## config.mk

```make
export PLATFORM = sky130hd
export DESIGN_NAME = tmr_top
export DESIGN_NICKNAME = d
export VERILOG_FILES = /design/src/hw/tmr_pkg.sv /design/src/hw/tmr_reset_seq.sv /design/src/hw/tmr_top.sv
export VERILOG_INCLUDE_DIRS = /design/src /design/src/hw
export SDC_FILE = /design/constraint.sdc
export NUM_CORES = 1
export LEC_CHECK = 0
export BUFFER_PORTS_ARGS = -buffer_cell sky130_fd_sc_hd__buf_2
export CORE_ASPECT_RATIO = 1.25
export CORE_MARGIN = 1
export CORE_UTILIZATION = 40
export CTS_CLUSTER_DIAMETER = 50
export CTS_CLUSTER_SIZE = 12
export DETAILED_ROUTE_END_ITERATION = 7
export SETUP_SLACK_MARGIN = 0.4
export SYNTH_ARGS = -nofsm -noshare
export SYNTH_HDL_FRONTEND = slang
export SYNTH_SLANG_ARGS = --single-unit
```

## constraint.sdc

```tcl
create_clock -name clk -period 2.3 [get_ports clk]
set_clock_uncertainty 0.1 [all_clocks]
set_input_delay 0.23 -clock clk [delete_from_list [all_inputs] [get_ports clk]]
set_output_delay 0.23 -clock clk [all_outputs]
set_load 0.02 [all_outputs]
```

## src/hw/tmr_regs.svh

```systemverilog
// register offsets, field positions, reset values and timing counts
`ifndef TMR_REGS_SVH
`define TMR_REGS_SVH
`define TMR_ADDR_TEMP_CTRL    7'h4e
`define TMR_ADDR_TEMP_RESULT  7'h4f
`define TMR_ADDR_LNA          7'h58
`define TMR_ADDR_PA_A         7'h5a
`define TMR_ADDR_PA_B         7'h5c
`define TMR_ADDR_DAGC         7'h6f
`define TMR_ADDR_AFC          7'h71
`define TMR_BIT_TRIGGER       3
`define TMR_BIT_ACTIVE        2
`define TMR_CTRL_FIXED        8'h01
`define TMR_RST_LNA           8'h1b
`define TMR_LNA_HIGH          8'h2d
`define TMR_RST_PA_A          8'h55
`define TMR_PA_A_BOOST        8'h5d
`define TMR_RST_PA_B          8'h70
`define TMR_PA_B_BOOST        8'h7c
`define TMR_RST_DAGC          8'h30
`define TMR_DAGC_NORMAL       8'h00
`define TMR_DAGC_LOWBETA      8'h20
`define TMR_RST_AFC           8'h00
`define TMR_AFC_STEP_HZ       488
`define TMR_CLK_HZ            40000000
`define TMR_CONV_CYCLES       64
`define TMR_POR_CYCLES        16
`endif

```

## src/hw/tmr_pkg.sv

```systemverilog
// types for the temperature and test register block
package tmr_pkg;
   typedef enum logic [1:0] {TMR_IDLE, TMR_CONV, TMR_DONE} tmr_state_type;
   typedef struct packed
   {
      logic       wr;
      logic       rd;
      logic [6:0] addr;
      logic [7:0] wdata;
   } tmr_req_type;
   typedef struct packed
   {
      logic [7:0] lna;
      logic [7:0] pa_a;
      logic [7:0] pa_b;
      logic [7:0] dagc;
      logic [7:0] afc;
   } tmr_tune_type;
endpackage

```

## src/hw/tmr_reset_seq.sv

```systemverilog
// reset sequencer: power-on and pin reset stretched into one internal reset
`timescale 1ns/1ps
`default_nettype none
`include "tmr_regs.svh"
module tmr_reset_seq
#(
   parameter int HOLD_CYCLES = `TMR_POR_CYCLES
)
(
   input  wire logic clk,
   input  wire logic reset,
   input  wire logic reset_pin,
   output var  logic core_reset
);
   logic [2:0]  sync_q;
   logic [2:0]  sync_d;
   logic        pin_q;
   logic        pin_d;
   logic [15:0] cnt_q;
   logic [15:0] cnt_d;
   logic        hold_q;
   logic        hold_d;

   always_comb
   begin
      sync_d = {sync_q[1:0], reset_pin};
      pin_d  = (sync_q[2] == sync_q[1]) ? sync_q[2] : pin_q;
      cnt_d  = cnt_q;
      hold_d = hold_q;
      if (pin_d)
      begin
         cnt_d  = 16'h0000;
         hold_d = 1'b1;
      end
      else if (hold_q)
      begin
         if (cnt_q == 16'(HOLD_CYCLES - 1))
            hold_d = 1'b0;
         else
            cnt_d = cnt_q + 16'h0001;
      end
   end

   // power-on reset arrives as reset; no host action needed
   always_ff @(posedge clk)
   begin
      if (reset)
      begin
         sync_q <= 3'h0;
         pin_q  <= 1'b0;
         cnt_q  <= 16'h0000;
         hold_q <= 1'b1;
      end
      else
      begin
         sync_q <= sync_d;
         pin_q  <= pin_d;
         cnt_q  <= cnt_d;
         hold_q <= hold_d;
      end
   end

   assign core_reset = hold_q;
endmodule
`default_nettype wire

```

## src/hw/tmr_top.sv

```systemverilog
// temperature measurement, test tuning registers and reset sequencing
`timescale 1ns/1ps
`default_nettype none
`include "tmr_regs.svh"
module tmr_top
#(
   parameter int CONV_CYCLES = `TMR_CONV_CYCLES,
   parameter int HOLD_CYCLES = `TMR_POR_CYCLES
)
(
   input  wire logic               clk,
   input  wire logic               reset,
   input  wire logic               reset_pin,
   input  wire tmr_pkg::tmr_req_type req,
   input  wire logic [7:0]         sensor_code,
   input  wire logic               low_index_afc_enable,
   output logic [7:0]              rdata,
   output logic                    temp_conv_active,
   output logic                    rx_inhibit,
   output logic                    ready,
   output logic                    afc_apply,
   output logic [15:0]             afc_offset_steps,
   output tmr_pkg::tmr_tune_type   tune
);
   logic                  core_reset;
   tmr_pkg::tmr_state_type st_q;
   tmr_pkg::tmr_state_type st_d;
   logic [15:0]           cnt_q;
   logic [15:0]           cnt_d;
   logic [7:0]            result_q;
   logic [7:0]            result_d;
   tmr_pkg::tmr_tune_type tune_q;
   tmr_pkg::tmr_tune_type tune_d;
   logic [7:0]            rdata_q;
   logic [7:0]            rdata_d;
   logic                  ready_q;
   logic                  afc_en_q;
   logic                  active_q;
   logic                  active_d;
   logic [15:0]           steps_q;
   logic [15:0]           steps_d;

   tmr_reset_seq #(.HOLD_CYCLES(HOLD_CYCLES)) u_rst
   (
      .clk        (clk),
      .reset      (reset),
      .reset_pin  (reset_pin),
      .core_reset (core_reset)
   );

   function automatic logic hit(input tmr_pkg::tmr_req_type r, input logic [6:0] a);
      hit = r.wr && (r.addr == a);
   endfunction

   // measurement sequencer
   always_comb
   begin
      st_d     = st_q;
      cnt_d    = cnt_q;
      result_d = result_q;
      case (st_q)
         tmr_pkg::TMR_IDLE:
         begin
            if (hit(req, `TMR_ADDR_TEMP_CTRL) && req.wdata[`TMR_BIT_TRIGGER])
            begin
               st_d  = tmr_pkg::TMR_CONV;
               cnt_d = 16'h0000;
            end
         end
         tmr_pkg::TMR_CONV:
         begin
            // retrigger during conversion is ignored
            if (cnt_q == 16'(CONV_CYCLES - 1))
               st_d = tmr_pkg::TMR_DONE;
            else
               cnt_d = cnt_q + 16'h0001;
         end
         tmr_pkg::TMR_DONE:
         begin
            // sensor code already counts down with rising temperature
            result_d = sensor_code;
            st_d     = tmr_pkg::TMR_IDLE;
         end
         default:
            st_d = tmr_pkg::TMR_IDLE;
      endcase
   end

   // tuning registers
   always_comb
   begin
      tune_d = tune_q;
      if (hit(req, `TMR_ADDR_LNA))
         tune_d.lna = req.wdata;
      if (hit(req, `TMR_ADDR_PA_A))
         tune_d.pa_a = req.wdata;
      if (hit(req, `TMR_ADDR_PA_B))
         tune_d.pa_b = req.wdata;
      if (hit(req, `TMR_ADDR_DAGC))
         tune_d.dagc = req.wdata;
      if (hit(req, `TMR_ADDR_AFC))
         tune_d.afc = req.wdata;
   end

   // read mux; unmapped addresses read zero
   always_comb
   begin
      rdata_d = rdata_q;
      if (req.rd)
      begin
         case (req.addr)
            `TMR_ADDR_TEMP_CTRL:
               rdata_d = `TMR_CTRL_FIXED | {5'h00, (st_q != tmr_pkg::TMR_IDLE), 2'h0};
            `TMR_ADDR_TEMP_RESULT:
               rdata_d = result_q;
            `TMR_ADDR_LNA:
               rdata_d = tune_q.lna;
            `TMR_ADDR_PA_A:
               rdata_d = tune_q.pa_a;
            `TMR_ADDR_PA_B:
               rdata_d = tune_q.pa_b;
            `TMR_ADDR_DAGC:
               rdata_d = tune_q.dagc;
            `TMR_ADDR_AFC:
               rdata_d = tune_q.afc;
            default:
               rdata_d = 8'h00;
         endcase
      end
   end

   // status and offset taken from next values so they switch with the state, glitch free
   always_comb
   begin
      active_d = (st_d != tmr_pkg::TMR_IDLE);
      steps_d  = low_index_afc_enable ? {8'h00, tune_d.afc} : 16'h0000;
   end

   always_ff @(posedge clk)
   begin
      if (reset || core_reset)
      begin
         st_q     <= tmr_pkg::TMR_IDLE;
         cnt_q    <= 16'h0000;
         result_q <= 8'h00;
         tune_q   <= {`TMR_RST_LNA, `TMR_RST_PA_A, `TMR_RST_PA_B, `TMR_RST_DAGC, `TMR_RST_AFC};
         rdata_q  <= 8'h00;
         ready_q  <= 1'b0;
         afc_en_q <= 1'b0;
         active_q <= 1'b0;
         steps_q  <= 16'h0000;
      end
      else
      begin
         st_q     <= st_d;
         cnt_q    <= cnt_d;
         result_q <= result_d;
         tune_q   <= tune_d;
         rdata_q  <= rdata_d;
         ready_q  <= 1'b1;
         afc_en_q <= low_index_afc_enable;
         active_q <= active_d;
         steps_q  <= steps_d;
      end
   end

   assign rdata            = rdata_q;
   assign temp_conv_active = active_q;
   assign rx_inhibit       = active_q;
   assign ready            = ready_q;
   assign tune             = tune_q;
   assign afc_apply        = afc_en_q;
   // offset in units of the 488 hz step; zero while disabled
   assign afc_offset_steps = steps_q;

   property p_conv_len;
      @(posedge clk) disable iff (reset || core_reset)
      $rose(temp_conv_active) |-> temp_conv_active [*8];
   endproperty
   a_conv_len: assert property (p_conv_len) else $error("conversion too short");

   property p_trigger;
      @(posedge clk) disable iff (reset || core_reset)
      (st_q == tmr_pkg::TMR_IDLE && hit(req, `TMR_ADDR_TEMP_CTRL) && req.wdata[3])
         |=> temp_conv_active;
   endproperty
   a_trigger: assert property (p_trigger) else $error("trigger not taken");

   property p_trig_reads_zero;
      @(posedge clk) disable iff (reset || core_reset)
      $past(req.rd) && $past(req.addr) == `TMR_ADDR_TEMP_CTRL |-> rdata[3] == 1'b0;
   endproperty
   a_trig_reads_zero: assert property (p_trig_reads_zero) else $error("trigger read one");

   property p_finish;
      @(posedge clk) disable iff (reset || core_reset)
      $rose(temp_conv_active) |-> ##[1:1000] !temp_conv_active;
   endproperty
   a_finish: assert property (p_finish) else $error("conversion never ends");

   property p_rx_inhibit;
      @(posedge clk) disable iff (reset || core_reset)
      rx_inhibit == temp_conv_active;
   endproperty
   a_rx_inhibit: assert property (p_rx_inhibit) else $error("rx inhibit mismatch");

   property p_hold;
      @(posedge clk) disable iff (reset || core_reset)
      (st_q == tmr_pkg::TMR_CONV) |=> $stable(result_q);
   endproperty
   a_hold: assert property (p_hold) else $error("result moved mid conversion");

   property p_result;
      @(posedge clk) disable iff (reset || core_reset)
      (st_q == tmr_pkg::TMR_DONE) |=> result_q == $past(sensor_code) && !temp_conv_active;
   endproperty
   a_result: assert property (p_result) else $error("result not captured");

   property p_lna_write;
      @(posedge clk) disable iff (reset || core_reset)
      hit(req, `TMR_ADDR_LNA) |=> tune.lna == $past(req.wdata);
   endproperty
   a_lna_write: assert property (p_lna_write) else $error("lna write lost");

   property p_afc;
      @(posedge clk) disable iff (reset || core_reset)
      !afc_apply |-> afc_offset_steps == 16'h0000;
   endproperty
   a_afc: assert property (p_afc) else $error("afc offset while disabled");

   property p_ready;
      @(posedge clk) disable iff (reset)
      core_reset |=> !ready;
   endproperty
   a_ready: assert property (p_ready) else $error("ready during reset");

   c_conv: cover property (@(posedge clk) $fell(temp_conv_active));
   c_lna_high: cover property (@(posedge clk) tune.lna == `TMR_LNA_HIGH);
   c_afc: cover property (@(posedge clk) afc_apply && tune.afc != 8'h00);
endmodule
`default_nettype wire

```

# After elaboration in Yosys (flattened, before gate mapping)
# Index checks and enable logic that the tools add are counted.
dict set report word_totals {
  mem_count 0
  in_bits 29
  register_bits 114
  ramBits 0
  rom_bits 0
  latch_bits 0
}
dict set report classes {
  addsub 2
  reduce_logical 16
  muxes 12
  n_bitwise 2
  shift 0
  n_mul 0
  n_eq_ne 14
  n_div 0
  n_lt_le_gt_ge 0
}
# cell n
set ops {}
lappend ops {{one-hot mux 8 bit (7 select lines)} 1}
lappend ops {{== test 7 bit, second input constant} 7}
lappend ops {{adder 16 x 1 -> 16 bit, second input constant} 2}
lappend ops {{two-way mux 16 bit} 2}
lappend ops {{one-hot mux 16 bit (2 select lines)} 1}
lappend ops {{== test 16 x 4 -> 1 bit, second input constant} 1}
lappend ops {{== test 16 x 6 -> 1 bit, second input constant} 1}
lappend ops {{two-way mux 8 bit} 1}
lappend ops {{logical AND 1 bit} 7}
lappend ops {{nonzero test 2 bit} 3}
lappend ops {{two-way mux 1 bit} 4}
lappend ops {{two-way mux 2 bit} 2}
lappend ops {{!= test 2 bit, second input constant} 2}
lappend ops {{one-hot mux 2 bit (2 select lines)} 1}
lappend ops {{OR reduction 2 bit} 2}
lappend ops {{AND reduction 3 bit} 1}
lappend ops {{== test 2 x 1 -> 1 bit, second input constant} 1}
lappend ops {{== test 2 bit, second input constant} 1}
lappend ops {{zero test 2 bit} 1}
lappend ops {{NOT 1 bit} 2}
lappend ops {{AND reduction 2 bit} 1}
lappend ops {{== test 1 bit} 1}
lappend ops {{logical OR 1 bit} 1}

# Depth between registers and ports, before layout
dict set report depth {
  depth_word 6
  depth_mapped 9
  mapped_depth_nobuf 6
}

# Hierarchy
# Synthesis repeated with hierarchy kept, for this count alone.
dict set report hier_totals {
  hier_cells 489
  hier_area_um2 4687.0
}
# module area_each_um2 n_inst cells_each seq_area_each_um2
set by_module_without_submodules {}
lappend by_module_without_submodules {tmr_top 3766.1 1 389 1701.6}
lappend by_module_without_submodules {tmr_reset_seq 920.9 1 100 420.4}

# Worst setup path after synthesis
# OpenSTA, ideal clock, no wires.
dict set report synth_path {
  path_type {flip-flop to flip-flop}
  startpoint {register cnt_q[0]}
  endpoint {register cnt_q[7]}
  path_stages_with_launch 8
  t_arrival_ps 1537
  slack_ps 576
  setup_ps 87
  cell_sequence {dfxtp_1 -> ha_1 -> and3_1 -> nand4_2 -> a211oi_2 -> buf_4 -> o21ai_1 -> o31ai_1}
}
dict set report synth_between {
  elab_chain_len 3
  word_cells_on_any_way 6
  classes_between {1 x add/sub; 2 x eq/ne; 2 x mux; 1 x reduce/logical}
}
# item line_no
set synth_rtl {}
lappend synth_rtl {{start, declared} tmr_top.sv:28} ;# logic [15:0] cnt_q;
lappend synth_rtl {{start signal, assigned} tmr_top.sv:156} ;# cnt_q <= cnt_d;
lappend synth_rtl {{adder 16 x 1 -> 16 bit or == test 16 x 6 -> 1 bit (tied branches)} {tmr_top.sv:76, tmr_top.sv:73}}
lappend synth_rtl {{two-way mux 16 bit or != test 2 bit (tied branches)} -}
lappend synth_rtl {{one-hot mux 16 bit (2 select lines) or AND reduction 3 bit (tied branches)} -}
# Several ways; a longest one is shown, not always the timed one. The select of a mux whose other input is x is not followed.
# A chain may end at the register's enable or synchronous reset.

# Final worst setup path
dict set report layout_path {
  startpoint {register u_rst.cnt_q[0]}
  endpoint {register u_rst.cnt_q[14]}
}
dict set report layout_between {
  elab_chain_len 3
  word_cells_on_any_way 4
  classes_between {1 x add/sub; 1 x eq/ne; 1 x bitwise; 1 x reduce/logical}
}
# item line_no
set layout_rtl {}
lappend layout_rtl {{start, declared} tmr_reset_seq.sv:19} ;# logic [15:0] cnt_q;
lappend layout_rtl {{start signal, assigned} tmr_reset_seq.sv:58} ;# cnt_q <= cnt_d;
lappend layout_rtl {{parallel branches: the longest is 3 deep, another holds adder 16 x 1 -> 16 bit} -}
# Several ways; the timed one is not identified.

==> results.cfg <==
[sta]
tns_ns = 0
finalHoldViolations = 0
maxSlewHeadroom_pct = 59.64
finalWorstSetupSlack_ns = 0.4733
fin_crit_sh_pct = 79.42
fmax_mhz = 547.4
whs_ns = 0.01527
fin_crit_ns = 1.827
rsz0062_at_grt = false
finalSetupViolations = 0
slew_violations = 0
worstMarginPinSlew_ns = 0.6053

[clocking]
tritoncts = yes
clk_pin_slew_worst_paths_ns = 0.07
clock_latency_ns = 0.35
cts_buffers = 9
cts.sinks = 106
cts_max_level = 3
cts_buffer_depth = 2
cts_root_buf = clkbuf_16

[logic_synthesis]
synth_top_area_share_pct = 45.67
avgSynthCellArea_sq_um = 9.350
ys.warnings.count = 0
syn_inst = 497
synthFlopType = dfxtp_1
postSynth.asyncResetShare_pct = 0
yosysSeqAreaShare_pct = 45.67
synth_area_leaders = dfxtp_1 46%, mux2i_1 10%, nor2_1 5.7%
ys_seq_elements = 106
syn_area_sq_um = 4647
synth_cell_types = 60
synth_area_leader_cell = dfxtp_1
synth-edff-count = 0

[global_routing]
overflow = 0
grt_pass1_vias = 3664
grt_use_total_pct = 19.29
grt_max_degree = 28
grt_pass1_wl_microns = 18130
antenna_found_initial = 0

[setup_path]
cp.required_ns = 2.44
critPathArrivalTime_ns = 1.96
cp_num_cells = 6
cp_top_family = simple AND/OR/NAND/NOR gates
cp_cell_sequence = ha_1 -> and3_1 -> nand4_1 -> nand2_2 -> nor2_1 -> mux2_2
cp_num_buf_inv = 0
setup.worst_path.class = reg2reg
cp_max_fo = 6
setup.worst_path.start_class = flop
cp_slowest_cell = dfxtp_2
reg2regPathDepth = 6
ff2ff_setup_slack_ns = 0.47
max_stage_delay_ns = 0.34
crit_path_end_kind = flop

[placement]
numPortBuffers = 88
dp_slack_ns = 0.3714
place_congestion = 0.8306
place.detailed.instances = 708
dp_hpwl_microns = 8312

[drt]
dr_total_vias = 3871
ant_nets = 0
drt-initial-drc-count = 156
dr_wl_met3_microns = 622
vias_per_cell = 5.303
route.met2.wl_microns = 5691
routed_wl_microns = 11280
m1WireLength_microns = 4757
drc_errors = 12
wl_per_cell_microns = 15.45
top_layer_used = met4
dr.pass1.iters = 8

[die]
pin_count = 97
die_area_sq_um = 12060
die_x_microns = 98.41
die_y_microns = 122.5
core_area_sq_um = 11190
start_util_pct = 41.53
rows = 43

[layout]
fill_cells = 1047
synthToLayoutAreaGrowth_pct = 21.73
stdcell_count = 730
layout_commonest_cell = dfxtp_1
final_cell_mix = 102 x dfxtp_1, 88 x buf_2, 70 x nor2_1
antennaDiodeCount = 0
drive_gt1_share_pct = 27.39
nets = 621

[run_status]
violations = DRC
status = finished, violations left

[worst_hold_path]
holdPathStages = 3
min-delay-path-class = in2reg

[power_and_ir_drop]
powerDensity_nw_per_um2 = 655.3
leakagePower_nw = 2.453
vdd_drop_max_mv = 0.3675

[job]
maxCapViolCount = 0
==> area by class of cell <==
class / instances / area (sq um) / share of cell area [%]
clock buffer: 9 / 225.2 / 3.981
clock inverter: 7 / 116.4 / 2.057
inverter: 4 / 17.52 / 0.3097
multi-input combinational: 362 / 2404 / 42.49
sequential: 106 / 2127 / 37.60
tap: 135 / 168.9 / 2.986
timing repair buffer: 107 / 598.1 / 10.57
==> worst paths after layout <==
path / start / to
max reg2reg: u_rst.cnt_q[0]$_SDFFE_PP0P_ / u_rst.cnt_q[14]$_SDFFE_PP0P_
min reg2reg: u_rst.sync_q[0]$_SDFF_PP0_ / u_rst.sync_q[1]$_SDFF_PP0_
max: u_rst.cnt_q[0]$_SDFFE_PP0P_ / u_rst.cnt_q[14]$_SDFFE_PP0P_
min: sensor_code[0] / result_q[0]$_SDFFE_PN0N_
==> Yosys cell counts, drive strengths merged, types with 4 or more instances <==
cell type / number
dfxtp: 106
nor2: 71
nand2: 50
mux2i: 48
o21ai: 27
nand3: 25
buf: 24
nand4: 15
a21oi: 12
xor2: 11
mux2: 10
a221oi: 8
clkbuf: 8
nor4: 8
and3: 7
nor3: 7
a31oi: 6
o2bb2ai: 6
nor2b: 5
and2: 4
inv: 4
nand2b: 4
xnor2: 4
==> per-layer routing <==
layer / global-route usage [%] / vias to the layer above
met3: 4.385 / 19
met5: 0 / -
met2: 33.58 / 108
li1: - / 1927
met4: 8.489 / 0
met1: 22.78 / 1817
==> power by group <==
part | switching (W) | leakage (nW) | internal, W | total (W)
logic | 0.0000731 | 1.43 | 0.0000480 | 0.000121
registers | 0.00000453 | 0.856 | 0.00184 | 0.00185
clock network | 0.000677 | 0.166 | 0.00106 | 0.00174
==> stage by stage <==
step                      cell area, sq um  power, W  utilization [%]
after CTS                             5573  0.003750            49.80
after detailed placement              5191  0.002005            46.39
final                                 5657  0.003707            50.55
after floorplan                       4673  0.001962                -
after global placement                5191  0.002004            46.39
after global routing                  5657  0.003852            50.55
==> repair_timing <==
item / 4_1_cts / 5_1_grt
buffers inserted: 0 / 3
pin swaps: 0 / 4
hold endpoints to repair: 4 / 0
hold buffers: 3 / 0
setup endpoints to repair: 5 / 22
gates resized for setup: 2 / 17
==> worst register-to-register path: cells and delay by family (launching register included) <==
family,cells,cell delay [ns]
and+or+nand+nor,4,0.72
DFF,1,0.34
muxes,1,0.33
adders and majority gates,1,0.21
==> cells by family after synthesis <==
| logic type | after synthesis | share of synthesized area (%) |
|---|---|---|
| adders and majority gates | 3 | 0.7538 |
| other | 1 | 0.08070 |
| muxes | 58 | 12.76 |
| xor gates and xnor gates | 15 | 2.827 |
| AOI/OAI and AO/OA | 68 | 9.424 |
| and+or+nand+nor | 210 | 24.10 |
| DFF | 106 | 45.67 |
| buffers and inverters | 36 | 4.389 |
==> registers in the layout, indices dropped and copies added, names as in the netlist <==
name / count
rx_inhibit: 1
afc_apply: 1
ready: 1
st_q: 2
u_rst.core_reset: 1
cnt_q: 16
u_rst.cnt_q: 16
u_rst.sync_q: 3
tune: 40
afc_offset_steps: 8
result_q: 8
u_rst.pin_q: 1
rdata: 8
No activity file was read; power rests on OpenSTA's default activity.
